## config.mk

```make
export PLATFORM = sky130hd
export DESIGN_NAME = swc_sleep_ctrl
export DESIGN_NICKNAME = d
export VERILOG_FILES = /design/src/rtl/swc_pkg.sv /design/src/rtl/swc_wake_eval.sv /design/src/rtl/swc_axil_regs.sv /design/src/rtl/swc_sleep_ctrl.sv
export VERILOG_INCLUDE_DIRS = /design/src /design/src/rtl
export SDC_FILE = /design/constraint.sdc
export NUM_CORES = 1
export LEC_CHECK = 0
export BUFFER_PORTS_ARGS = -buffer_cell sky130_fd_sc_hd__buf_2
export CORE_MARGIN = 2
export CORE_UTILIZATION = 44
export CTS_CLUSTER_SIZE = 14
export DETAILED_ROUTE_END_ITERATION = 6
export PLACE_DENSITY = 0.87
export SYNTH_ARGS = -nofsm -noshare
export SYNTH_HDL_FRONTEND = slang
export SYNTH_SLANG_ARGS = --single-unit
```

## constraint.sdc

```tcl
create_clock -name clk_sys_i -period 2.2 [get_ports clk_sys_i]
set_input_delay 0.11 -clock clk_sys_i [delete_from_list [all_inputs] [get_ports clk_sys_i]]
set_output_delay 0.11 -clock clk_sys_i [all_outputs]
set_load 0.02 [all_outputs]
```

## src/rtl/swc_consts.svh

```systemverilog
// Purpose: offsets, field positions and reset values of the sleep controller
// Assumes: included by its bare name
// Notes: definitions only
`ifndef SWC_CONSTS_SVH
`define SWC_CONSTS_SVH
// ****************************************
// register offsets (byte addresses)
// ****************************************
`define SWC_CTRL_OFS 32'h0000_0000
`define SWC_STAT_OFS 32'h0000_0004
// ****************************************
// control word fields
// ****************************************
`define SWC_CTRL_EXIT_BIT 1
`define SWC_CTRL_DEEP_BIT 2
`define SWC_CTRL_SEVP_BIT 4
`define SWC_CTRL_RST 32'h0000_0000
// ****************************************
// status word fields
// ****************************************
`define SWC_STAT_SLEEP_BIT 0
`define SWC_STAT_DEEP_BIT 1
`define SWC_STAT_CAUSE_LSB 2
`define SWC_STAT_CAUSE_MSB 3
`define SWC_STAT_WCNT_LSB 8
`define SWC_STAT_WCNT_MSB 15
// ****************************************
// bus response codes
// ****************************************
`define SWC_RESP_OKAY 2'h0
`define SWC_RESP_SLVERR 2'h2
`endif

```

## src/rtl/swc_pkg.sv

```systemverilog
// Purpose: types shared by the sleep controller files
// Assumes: nothing
// Notes: codes written out, one code of the state enum unused
package swc_pkg;
  // controller state
  typedef enum logic [1:0] {
    SWC_ST_RUN = 2'b00,
    SWC_ST_SLP_INT = 2'b01,
    SWC_ST_SLP_EVT = 2'b10
  } swc_state_e;
  // what caused the last sleep entry
  typedef enum logic [1:0] {
    SWC_CAUSE_NONE = 2'b00,
    SWC_CAUSE_WINT = 2'b01,
    SWC_CAUSE_EXIT = 2'b10,
    SWC_CAUSE_WEVT = 2'b11
  } swc_cause_e;
endpackage : swc_pkg

```

## src/rtl/swc_wake_eval.sv

```systemverilog
// Purpose: decides whether a pending exception may be taken or may wake
// Assumes: lower priority number means more urgent; zero base limit = off
// Notes: purely combinational, registered by the caller
`timescale 1ns/1ps
module swc_wake_eval #(
  parameter int PRIO_W = 8
) (
  // pending exceptions
  input wire logic nmi_pend_i,
  input wire logic hard_pend_i,
  input wire logic irq_pend_i,
  input wire logic [PRIO_W-1:0] irq_prio_i,
  // current execution priority and masks
  input wire logic [PRIO_W-1:0] cur_prio_i,
  input wire logic [PRIO_W-1:0] base_prio_i,
  input wire logic prio_mask_i,
  input wire logic fault_mask_i,
  // decisions
  output logic exc_take_o,
  output logic exc_wake_o
);
  logic above_cur;
  logic base_ok;
  logic irq_take;
  logic hard_take;
  // priority must beat the current level and every mask limit
  assign above_cur = irq_prio_i < cur_prio_i;
  assign base_ok = (base_prio_i == '0) || (irq_prio_i < base_prio_i);
  assign irq_take = irq_pend_i && above_cur && base_ok && !prio_mask_i && !fault_mask_i;
  // fault mask also holds back the hard fault, never the nmi
  assign hard_take = hard_pend_i && !fault_mask_i;
  assign exc_take_o = nmi_pend_i || hard_take || irq_take;
  // priority mask alone still lets a good interrupt wake, handler deferred
  assign exc_wake_o = exc_take_o ||
                      (irq_pend_i && above_cur && base_ok && prio_mask_i && !fault_mask_i);
endmodule : swc_wake_eval

```

## src/rtl/swc_axil_regs.sv

```systemverilog
// Purpose: axi4-lite slave holding the control word and reading status
// Assumes: one write and one read outstanding at most
// Notes: unmapped addresses answer slverr, reads of them return zero
`timescale 1ns/1ps
`include "swc_consts.svh"
module swc_axil_regs #(
  parameter int ADDR_W = 4
) (
  // clock and reset
  input wire logic clk_sys_i,
  input wire logic rstn_i,
  // write channels
  input wire logic [ADDR_W-1:0] s_axi_awaddr_i,
  input wire logic s_axi_awvalid_i,
  output logic s_axi_awready_o,
  input wire logic [31:0] s_axi_wdata_i,
  input wire logic [3:0] s_axi_wstrb_i,
  input wire logic s_axi_wvalid_i,
  output logic s_axi_wready_o,
  output logic [1:0] s_axi_bresp_o,
  output logic s_axi_bvalid_o,
  input wire logic s_axi_bready_i,
  // read channels
  input wire logic [ADDR_W-1:0] s_axi_araddr_i,
  input wire logic s_axi_arvalid_i,
  output logic s_axi_arready_o,
  output logic [31:0] s_axi_rdata_o,
  output logic [1:0] s_axi_rresp_o,
  output logic s_axi_rvalid_o,
  input wire logic s_axi_rready_i,
  // register contents
  output logic [31:0] ctrl_o,
  input wire logic [31:0] status_i
);
  logic aw_held;
  logic w_held;
  logic [ADDR_W-1:0] aw_addr;
  logic [31:0] w_data;
  logic w_lane0;
  logic do_wr;
  logic wr_ctrl;
  logic wr_ok;
  logic [ADDR_W-1:0] ar_word;
  // address and data are taken in either order; blocked while b is out
  assign s_axi_awready_o = !aw_held && !s_axi_bvalid_o;
  assign s_axi_wready_o = !w_held && !s_axi_bvalid_o;
  assign s_axi_arready_o = !s_axi_rvalid_o;
  assign do_wr = aw_held && w_held;
  assign wr_ctrl = {aw_addr[ADDR_W-1:2], 2'b00} == ADDR_W'(`SWC_CTRL_OFS);
  // status is read only, a write to it is accepted and dropped
  assign wr_ok = wr_ctrl || ({aw_addr[ADDR_W-1:2], 2'b00} == ADDR_W'(`SWC_STAT_OFS));
  assign ar_word = {s_axi_araddr_i[ADDR_W-1:2], 2'b00};
  // write address holding
  always_ff @(posedge clk_sys_i) begin
    if (!rstn_i) begin
      aw_held <= 1'b0;
      aw_addr <= '0;
    end else if (do_wr) begin
      aw_held <= 1'b0;
    end else if (s_axi_awvalid_i && s_axi_awready_o) begin
      aw_held <= 1'b1;
      aw_addr <= s_axi_awaddr_i;
    end
  end
  // write data holding; all control bits live in byte lane 0
  always_ff @(posedge clk_sys_i) begin
    if (!rstn_i) begin
      w_held <= 1'b0;
      w_data <= '0;
      w_lane0 <= 1'b0;
    end else if (do_wr) begin
      w_held <= 1'b0;
    end else if (s_axi_wvalid_i && s_axi_wready_o) begin
      w_held <= 1'b1;
      w_data <= s_axi_wdata_i;
      w_lane0 <= s_axi_wstrb_i[0];
    end
  end
  // control word, only its three defined bits are stored
  always_ff @(posedge clk_sys_i) begin
    if (!rstn_i) begin
      ctrl_o <= `SWC_CTRL_RST;
    end else if (do_wr && wr_ctrl && w_lane0) begin
      ctrl_o <= 32'h0000_0000;
      ctrl_o[`SWC_CTRL_EXIT_BIT] <= w_data[`SWC_CTRL_EXIT_BIT];
      ctrl_o[`SWC_CTRL_DEEP_BIT] <= w_data[`SWC_CTRL_DEEP_BIT];
      ctrl_o[`SWC_CTRL_SEVP_BIT] <= w_data[`SWC_CTRL_SEVP_BIT];
    end
  end
  // write response, one cycle after both halves are held
  always_ff @(posedge clk_sys_i) begin
    if (!rstn_i) begin
      s_axi_bvalid_o <= 1'b0;
      s_axi_bresp_o <= `SWC_RESP_OKAY;
    end else if (do_wr) begin
      s_axi_bvalid_o <= 1'b1;
      s_axi_bresp_o <= wr_ok ? `SWC_RESP_OKAY : `SWC_RESP_SLVERR;
    end else if (s_axi_bready_i) begin
      s_axi_bvalid_o <= 1'b0;
    end
  end
  // read answer registered at the address handshake
  always_ff @(posedge clk_sys_i) begin
    if (!rstn_i) begin
      s_axi_rvalid_o <= 1'b0;
      s_axi_rdata_o <= '0;
      s_axi_rresp_o <= `SWC_RESP_OKAY;
    end else if (s_axi_arvalid_i && s_axi_arready_o) begin
      s_axi_rvalid_o <= 1'b1;
      if (ar_word == ADDR_W'(`SWC_CTRL_OFS)) begin
        s_axi_rdata_o <= ctrl_o;
        s_axi_rresp_o <= `SWC_RESP_OKAY;
      end else if (ar_word == ADDR_W'(`SWC_STAT_OFS)) begin
        s_axi_rdata_o <= status_i;
        s_axi_rresp_o <= `SWC_RESP_OKAY;
      end else begin
        s_axi_rdata_o <= '0;
        s_axi_rresp_o <= `SWC_RESP_SLVERR;
      end
    end else if (s_axi_rready_i) begin
      s_axi_rvalid_o <= 1'b0;
    end
  end
endmodule : swc_axil_regs

```

## src/rtl/swc_sleep_ctrl.sv

```systemverilog
// Purpose: sleep entry and wakeup control for the processor core
// Assumes: instruction strobes are one-cycle pulses, at most one per cycle
// Notes: registers over axi4-lite; the event latch has no bus path
// Operation
// - shallow sleep gates only the core clock, other clocks keep running
// - deep sleep requests that most system and peripheral clocks stop
// - deep select control bit chooses deep or shallow sleep at entry
// - wait-for-interrupt stops issue and sleeps at once, unconditionally
// - wait-for-event with event latch clear stops issue and sleeps
// - wait-for-event with latch set clears it and keeps running
// - event latch is one bit, unreachable by software
// - external event or any send-event sets the event latch
// - with sleep-after-handler set, return to thread mode sleeps
// - interrupt-type sleep wakes only on an exception able to enter; here dbg_wake_i wakes it too
// - priority mask alone still lets an enabled higher interrupt wake
// - event-type sleep wakes on enterable exception or external event
// - pending-raises-event makes every new pending interrupt an event
// - external event wakes event sleep, else sets the latch
// - sufficient priority means beating every mask limit
//
// Local design decisions: the address map and register access over AXI4-Lite.
`timescale 1ns/1ps
`include "swc_consts.svh"
module swc_sleep_ctrl #(
  parameter int ADDR_W = 4,
  parameter int PRIO_W = 8
) (
  // clock and reset
  input wire logic clk_sys_i,
  input wire logic rstn_i,
  // axi4-lite write channels
  input wire logic [ADDR_W-1:0] s_axi_awaddr_i,
  input wire logic s_axi_awvalid_i,
  output logic s_axi_awready_o,
  input wire logic [31:0] s_axi_wdata_i,
  input wire logic [3:0] s_axi_wstrb_i,
  input wire logic s_axi_wvalid_i,
  output logic s_axi_wready_o,
  output logic [1:0] s_axi_bresp_o,
  output logic s_axi_bvalid_o,
  input wire logic s_axi_bready_i,
  // axi4-lite read channels
  input wire logic [ADDR_W-1:0] s_axi_araddr_i,
  input wire logic s_axi_arvalid_i,
  output logic s_axi_arready_o,
  output logic [31:0] s_axi_rdata_o,
  output logic [1:0] s_axi_rresp_o,
  output logic s_axi_rvalid_o,
  input wire logic s_axi_rready_i,
  // instruction execution strobes
  input wire logic wait_int_i,
  input wire logic wait_evt_i,
  input wire logic send_evt_i,
  input wire logic exit_to_thread_i,
  // events from outside the core
  input wire logic peer_evt_i,
  input wire logic ext_event_i,
  input wire logic irq_new_pend_i,
  input wire logic dbg_wake_i,
  // exception state
  input wire logic nmi_pend_i,
  input wire logic hard_pend_i,
  input wire logic irq_pend_i,
  input wire logic [PRIO_W-1:0] irq_prio_i,
  input wire logic [PRIO_W-1:0] cur_prio_i,
  input wire logic [PRIO_W-1:0] base_prio_i,
  input wire logic priority_mask_all_i,
  input wire logic fault_mask_all_i,
  // towards the core
  output logic issue_stop_o,
  output logic exc_take_o,
  output logic wait_skip_o,
  output logic wake_o,
  output logic evt_out_o,
  // towards the clock controller
  output logic core_clk_gate_o,
  output logic sys_clk_stop_o,
  output logic sleeping_o,
  output logic deep_sleep_o
);
  // ****************************************
  // declarations
  // ****************************************
  swc_pkg::swc_state_e state;
  swc_pkg::swc_state_e next_state;
  swc_pkg::swc_cause_e cause;
  logic [31:0] ctrl;
  logic [31:0] status;
  logic deep_sleep_select;
  logic sleep_after_handler;
  logic pending_raises_event;
  logic event_latch;
  logic exc_take;
  logic exc_wake;
  logic pend_event;
  logic any_event;
  logic enter_exit;
  logic enter_wint;
  logic enter_wevt;
  logic skip_wevt;
  logic wake_now;
  logic deep_hold;
  logic [7:0] wake_cnt;

  // ****************************************
  // register slave
  // ****************************************
  swc_axil_regs #(
    .ADDR_W(ADDR_W)
  ) u_regs (
    .clk_sys_i(clk_sys_i),
    .rstn_i(rstn_i),
    .s_axi_awaddr_i(s_axi_awaddr_i),
    .s_axi_awvalid_i(s_axi_awvalid_i),
    .s_axi_awready_o(s_axi_awready_o),
    .s_axi_wdata_i(s_axi_wdata_i),
    .s_axi_wstrb_i(s_axi_wstrb_i),
    .s_axi_wvalid_i(s_axi_wvalid_i),
    .s_axi_wready_o(s_axi_wready_o),
    .s_axi_bresp_o(s_axi_bresp_o),
    .s_axi_bvalid_o(s_axi_bvalid_o),
    .s_axi_bready_i(s_axi_bready_i),
    .s_axi_araddr_i(s_axi_araddr_i),
    .s_axi_arvalid_i(s_axi_arvalid_i),
    .s_axi_arready_o(s_axi_arready_o),
    .s_axi_rdata_o(s_axi_rdata_o),
    .s_axi_rresp_o(s_axi_rresp_o),
    .s_axi_rvalid_o(s_axi_rvalid_o),
    .s_axi_rready_i(s_axi_rready_i),
    .ctrl_o(ctrl),
    .status_i(status)
  );

  // control bits of the system control word
  assign deep_sleep_select = ctrl[`SWC_CTRL_DEEP_BIT];
  assign sleep_after_handler = ctrl[`SWC_CTRL_EXIT_BIT];
  assign pending_raises_event = ctrl[`SWC_CTRL_SEVP_BIT];

  // status word; the event latch is left out on purpose
  always_comb begin
    status = 32'h0000_0000;
    status[`SWC_STAT_SLEEP_BIT] = sleeping_o;
    status[`SWC_STAT_DEEP_BIT] = deep_sleep_o;
    status[`SWC_STAT_CAUSE_MSB:`SWC_STAT_CAUSE_LSB] = cause;
    status[`SWC_STAT_WCNT_MSB:`SWC_STAT_WCNT_LSB] = wake_cnt;
  end

  // ****************************************
  // exception priority evaluation
  // ****************************************
  swc_wake_eval #(
    .PRIO_W(PRIO_W)
  ) u_eval (
    .nmi_pend_i(nmi_pend_i),
    .hard_pend_i(hard_pend_i),
    .irq_pend_i(irq_pend_i),
    .irq_prio_i(irq_prio_i),
    .cur_prio_i(cur_prio_i),
    .base_prio_i(base_prio_i),
    .prio_mask_i(priority_mask_all_i),
    .fault_mask_i(fault_mask_all_i),
    .exc_take_o(exc_take),
    .exc_wake_o(exc_wake)
  );

  // ****************************************
  // events and entry decisions
  // ****************************************
  // a new pending interrupt counts as an event only when enabled by software
  assign pend_event = pending_raises_event && irq_new_pend_i;
  // own and peer send-event both count, as does the line event input
  assign any_event = ext_event_i || peer_evt_i || send_evt_i || pend_event;
  // sleep after handler wins over an instruction strobe in the same cycle
  assign enter_exit = (state == swc_pkg::SWC_ST_RUN) && exit_to_thread_i &&
                      sleep_after_handler;
  assign enter_wint = (state == swc_pkg::SWC_ST_RUN) && wait_int_i &&
                      !enter_exit;
  assign enter_wevt = (state == swc_pkg::SWC_ST_RUN) && wait_evt_i && !event_latch &&
                      !enter_exit && !wait_int_i;
  assign skip_wevt = (state == swc_pkg::SWC_ST_RUN) && wait_evt_i && event_latch &&
                     !enter_exit && !wait_int_i;

  // wake terms per sleep kind; debug may wake either, software copes
  always_comb begin
    wake_now = 1'b0;
    unique case (state)
      swc_pkg::SWC_ST_SLP_INT: wake_now = exc_wake || dbg_wake_i;
      swc_pkg::SWC_ST_SLP_EVT: wake_now = exc_wake || any_event ||
                                         event_latch || dbg_wake_i;
      default: wake_now = 1'b0;
    endcase
  end

  // ****************************************
  // state machine
  // ****************************************
  // next state from entry and wake terms
  always_comb begin
    next_state = state;
    unique case (state)
      swc_pkg::SWC_ST_RUN: begin
        if (enter_exit || enter_wint) begin
          next_state = swc_pkg::SWC_ST_SLP_INT;
        end else if (enter_wevt) begin
          next_state = swc_pkg::SWC_ST_SLP_EVT;
        end
      end
      swc_pkg::SWC_ST_SLP_INT: begin
        if (wake_now) begin
          next_state = swc_pkg::SWC_ST_RUN;
        end
      end
      swc_pkg::SWC_ST_SLP_EVT: begin
        if (wake_now) begin
          next_state = swc_pkg::SWC_ST_RUN;
        end
      end
      default: next_state = swc_pkg::SWC_ST_RUN;
    endcase
  end

  // state register
  always_ff @(posedge clk_sys_i) begin
    if (!rstn_i) begin
      state <= swc_pkg::SWC_ST_RUN;
    end else begin
      state <= next_state;
    end
  end

  // ****************************************
  // event latch
  // ****************************************
  // set wins over the clear of a skipped wait; an event met while in
  // event sleep is used up by the wake itself instead of being stored
  always_ff @(posedge clk_sys_i) begin
    if (!rstn_i) begin
      event_latch <= 1'b0;
    end else if (any_event && (state != swc_pkg::SWC_ST_SLP_EVT)) begin
      event_latch <= 1'b1;
    end else if (skip_wevt) begin
      event_latch <= 1'b0;
    end else if ((state == swc_pkg::SWC_ST_SLP_EVT) && wake_now) begin
      event_latch <= 1'b0;
    end
  end

  // ****************************************
  // sleep flags and clock requests
  // ****************************************
  // deep choice is frozen at entry so a later write cannot flip a sleep
  always_ff @(posedge clk_sys_i) begin
    if (!rstn_i) begin
      deep_hold <= 1'b0;
    end else if (enter_exit || enter_wint || enter_wevt) begin
      deep_hold <= deep_sleep_select;
    end else if (wake_now) begin
      deep_hold <= 1'b0;
    end
  end

  // indications to the clock controller, all from flops
  always_ff @(posedge clk_sys_i) begin
    if (!rstn_i) begin
      sleeping_o <= 1'b0;
      deep_sleep_o <= 1'b0;
      core_clk_gate_o <= 1'b0;
      sys_clk_stop_o <= 1'b0;
    end else begin
      sleeping_o <= next_state != swc_pkg::SWC_ST_RUN;
      deep_sleep_o <= (next_state != swc_pkg::SWC_ST_RUN) &&
                      (wake_now ? 1'b0 : (deep_hold || ((state ==
                      swc_pkg::SWC_ST_RUN) && deep_sleep_select)));
      core_clk_gate_o <= next_state != swc_pkg::SWC_ST_RUN;
      sys_clk_stop_o <= (next_state != swc_pkg::SWC_ST_RUN) &&
                        (wake_now ? 1'b0 : (deep_hold || ((state ==
                        swc_pkg::SWC_ST_RUN) && deep_sleep_select)));
    end
  end

  // issue halts while any sleep state is held
  assign issue_stop_o = state != swc_pkg::SWC_ST_RUN;

  // ****************************************
  // pulses and bookkeeping
  // ****************************************
  // one-cycle strobes to core and peer processors, plus the registered take decision
  always_ff @(posedge clk_sys_i) begin
    if (!rstn_i) begin
      wait_skip_o <= 1'b0;
      wake_o <= 1'b0;
      evt_out_o <= 1'b0;
      exc_take_o <= 1'b0;
    end else begin
      wait_skip_o <= skip_wevt;
      wake_o <= wake_now;
      evt_out_o <= send_evt_i;
      exc_take_o <= exc_take;
    end
  end

  // last entry cause, kept across the wake for software to read
  always_ff @(posedge clk_sys_i) begin
    if (!rstn_i) begin
      cause <= swc_pkg::SWC_CAUSE_NONE;
    end else if (enter_exit) begin
      cause <= swc_pkg::SWC_CAUSE_EXIT;
    end else if (enter_wint) begin
      cause <= swc_pkg::SWC_CAUSE_WINT;
    end else if (enter_wevt) begin
      cause <= swc_pkg::SWC_CAUSE_WEVT;
    end
  end

  // wake counter wraps; lets an idle loop spot spurious wakes
  always_ff @(posedge clk_sys_i) begin
    if (!rstn_i) begin
      wake_cnt <= 8'h00;
    end else if (wake_now) begin
      wake_cnt <= wake_cnt + 8'h01;
    end
  end
endmodule : swc_sleep_ctrl

```

==> reports/qor.csv <==
stage;metric;value;unit
outcome;status;finished, final reports clean;
die;die width;79;µm
critical_path;Worst Setup Path Type;flip-flop to flip-flop;
clocking;root buf cell;clkbuf_8;
power_and_ir_drop;Pleak;1.44;nW
route;drt total wl;5380;µm
global_route;global-route wire length before repair;8790;µm
sta;relative slew slack;0.608;
clocking;htree depth;2;
placed_design;Port Buffers;80;
yosys;Seq cells post-synth;48;
layout;synth-to-layout area growth;22.1;%
sta;f_max;0.503;GHz
die;Die Y;79;µm
yosys;Synthesis Warnings;0;
sta;Total Neg Setup Slack;0;ns
clocking;TritonCTS clock tree;done;
placed_design;Setup Slack @ Placement;0.0730;ns
critical_path;Max Fanout on Critical Path;6;
min_path;worst min-delay path category;primary input to flip-flop;
clocking;total CTS buffers;5;
critical_path;Startpoint Class;flip-flop;
yosys;multiplexer share of the synthesized area;0.0526;
sta;Final Cycle Share;0.903;
layout;layout cells sized above 1;0.266;
yosys;Synth Area in Compound Gates;0.167;
layout;antenna diode count;0;
yosys;main combinational cell family by area after synthesis;simple AND/OR/NAND/NOR gates;
sta;Setup Skew;0.00743;ns
yosys;synthesized area;2470;µm²
critical_path;Crit path arrival time;2.15;ns
placed_design;gp weighted congestion;0.819;
route;Post-DRT Antenna Nets;0;
yosys;Post-Synth Adder-Cell Area;0.0910;
route;vias per inst;5.21;
sta;worst-margin pin slew;0.587;ns
route;DRT iter0 DRCs;120;
yosys;distinct cell type count after synthesis;35;
critical_path;Worst Path Required;2.37;ns
sta;Final Hold Violating Endpoints;0;
yosys;XOR/XNOR Fraction of Synth Area;0.00354;
clocking;Hold Buf Count CTS;0;
route;DR DRC count;0;
global_route;largest net degree at the start of global routing;37;
sta;endpoints failing setup;0;
route;drt first pass iters;4;
die;area of the die;6240;µm²
sta;Slew Viols, Final;0;
sta;setup ws final;0.213;ns
power_and_ir_drop;maximum vdd drop;0.333;mV
yosys;post-synthesis simple-gate area fraction;0.177;
power_and_ir_drop;PwrDens;623;nW/µm²
layout;NumNets Final;485;
die;core area;5470;µm²
global_route;GR Overflow Total;0;
sta;Final Critical Period;1.99;ns
yosys;sequential share of the synthesized area;0.388;
clocking;clock latency on the worst-skew pair;0.29;ns
global_route;vias in the first global route;2043;
global_route;initial antenna violation count;0;
die;starting density of the core;0.452;
yosys;Post-Synthesis Cells;292;
flow_run;maxcap violations;0;
route;DR vias;2355;
sta;RSZ-0062 raised after global routing;no;
global_route;gr usage total;0.173;
yosys;Synth Area per Inst;8.48;µm²
clocking;CTS max path bufs;2;
clocking;Reg clk slew, reported paths;0.08;ns
clocking;total clock sinks;48;
critical_path;CP endpoint kind;flip-flop;
placed_design;DP HPWL;4330;µm
die;num rows;27;
route;post-DR wirelength/cell;11.9;µm
die;Top Ports;138;
sequential cells by signal, summed over array words and instances (netlist names), 2 cells and up:
signal and cells:
cause 2, u_regs.s_axi_rdata_o 13, u_regs.aw_addr 2, u_regs.w_data 3
state 2, wake_cnt 8, u_regs.ctrl_o 3
per-stage QoR:
stage                     hold WS [ns]  instances  power (mW)  instance area [µm²]   util
after floorplan                  0.209        312        1.19                 2550      -
after global placement           0.299        443        1.27                 2910  0.531
after detailed placement         0.310        443        1.29                 2910  0.531
after CTS                      0.00841        451        1.89                 3020  0.551
after global routing            0.0180        452        1.97                 3020  0.552
final                           0.0195        452        1.88                 3020  0.552
critical path, stage by stage, from the launching register on:
cell and delay [ns]:
dfxtp_1 0.35, a2111o_1 0.41, o21ai_0 0.27, a21boi_0 0.16, a31oi_2 0.16, buf_4 0.16
buf_4 0.13, mux2i_1 0.17, nor2_1 0.05
metal layers:
layer | track usage | share of wire
met2 | 0.307 | 0.49
met3 | 0.0341 | 0.072
met1 | 0.206 | 0.42
met5 | 0 | 0
met4 | 0.0655 | 0.020
cells by family (layout without fill, tap and decap cells):
family,after synthesis,count (layout)
simple gates,92,92
compound gates,65,65
buf+inv,54,122
flops,48,48
fa+ha+maj,18,18
mux,13,13
other cells,1,21
xor+xnor,1,1
cell usage after synthesis, drive strengths merged:
cell / n / area [µm²]
inv: 23 / 86.3
nand3b: 1 / 7.51
a21boi: 1 / 7.51
nor2: 43 / 161
clkbuf: 4 / 15.0
or4: 3 / 22.5
a31o: 1 / 8.76
a211oi: 4 / 30.0
nor3: 3 / 15.0
nand3: 8 / 40.0
o211ai: 1 / 7.51
nand4: 3 / 18.8
o31ai: 3 / 22.5
nor3b: 2 / 15.0
dfxtp: 48 / 961
nor2b: 1 / 6.26
a31oi: 3 / 25.0
buf: 27 / 193
nand2: 12 / 45.0
a22oi: 11 / 82.6
mux2i: 13 / 130
xor2: 1 / 8.76
or3: 3 / 18.8
a2111o: 2 / 22.5
a32oi: 1 / 16.3
nand2b: 5 / 31.3
and2: 3 / 18.8
ha: 18 / 225
nor4b: 3 / 26.3
conb: 1 / 3.75
o21ai: 12 / 60.1
a21oi: 26 / 130
nor4: 2 / 12.5
placed cells by master (no fill, tap or decap), types with 2 or more instances in the layout:
| cell type | instances |
|---|---|
| buf_2 | 80 |
| dfxtp_1 | 48 |
| nor2_1 | 43 |
| a21oi_1 | 26 |
| inv_1 | 23 |
| conb_1 | 21 |
| ha_1 | 18 |
| mux2i_1 | 13 |
| nand2_1 | 12 |
| o21ai_0 | 12 |
| a22oi_1 | 11 |
| buf_4 | 11 |
| nand3_1 | 8 |
| nand2b_1 | 5 |
| clkbuf_8 | 5 |
| a211oi_1 | 4 |
| and2_1 | 3 |
| nand4_1 | 3 |
| nor4b_1 | 3 |
| nor3_1 | 3 |
| o31ai_1 | 3 |
| or4_1 | 3 |
| or3_1 | 3 |
| nor3b_1 | 2 |
| a2111o_1 | 2 |
| nor4_1 | 2 |
| a31oi_1 | 2 |
report_power, final:
part / internal, mW / total, mW / switching [mW]
registers: 0.900 / 0.927 / 0.0275
clock network: 0.337 / 0.610 / 0.273
logic: 0.138 / 0.345 / 0.207
final timing paths:
kind | startpoint | to | slack, ns | depth (start not counted)
hold reg to reg | u_regs.s_axi_bresp_o[1] | u_regs.s_axi_bresp_o[1] | 0.46 | 2
setup reg to reg | u_regs.ctrl_o[4] | wake_cnt[1] | 0.21 | 8
setup / recovery | u_regs.ctrl_o[4] | wake_cnt[1] | 0.21 | 8
hold / removal | s_axi_rready_i | u_regs.s_axi_rvalid_o | 0.02 | 2
repair_timing:
item / 4_1_cts / 5_1_grt
setup endpoints to repair: 0 / 2
setup buffers: 0 / 1
gates resized for setup: 0 / 0
cell type report:
| class | instances | area, µm² |
|---|---|---|
| Inverter | 23 | 86.3 |
| Clock buffer | 6 | 72.6 |
| Timing Repair Buffer | 91 | 483 |
| Tap cell | 72 | 90.1 |
| Fill cell | 503 | 2450 |
| Clock inverter | 2 | 35.0 |
| Multi-Input combinational cell | 210 | 1290 |
| Sequential cell | 48 | 961 |
No activity file was read; power rests on OpenSTA's default activity.
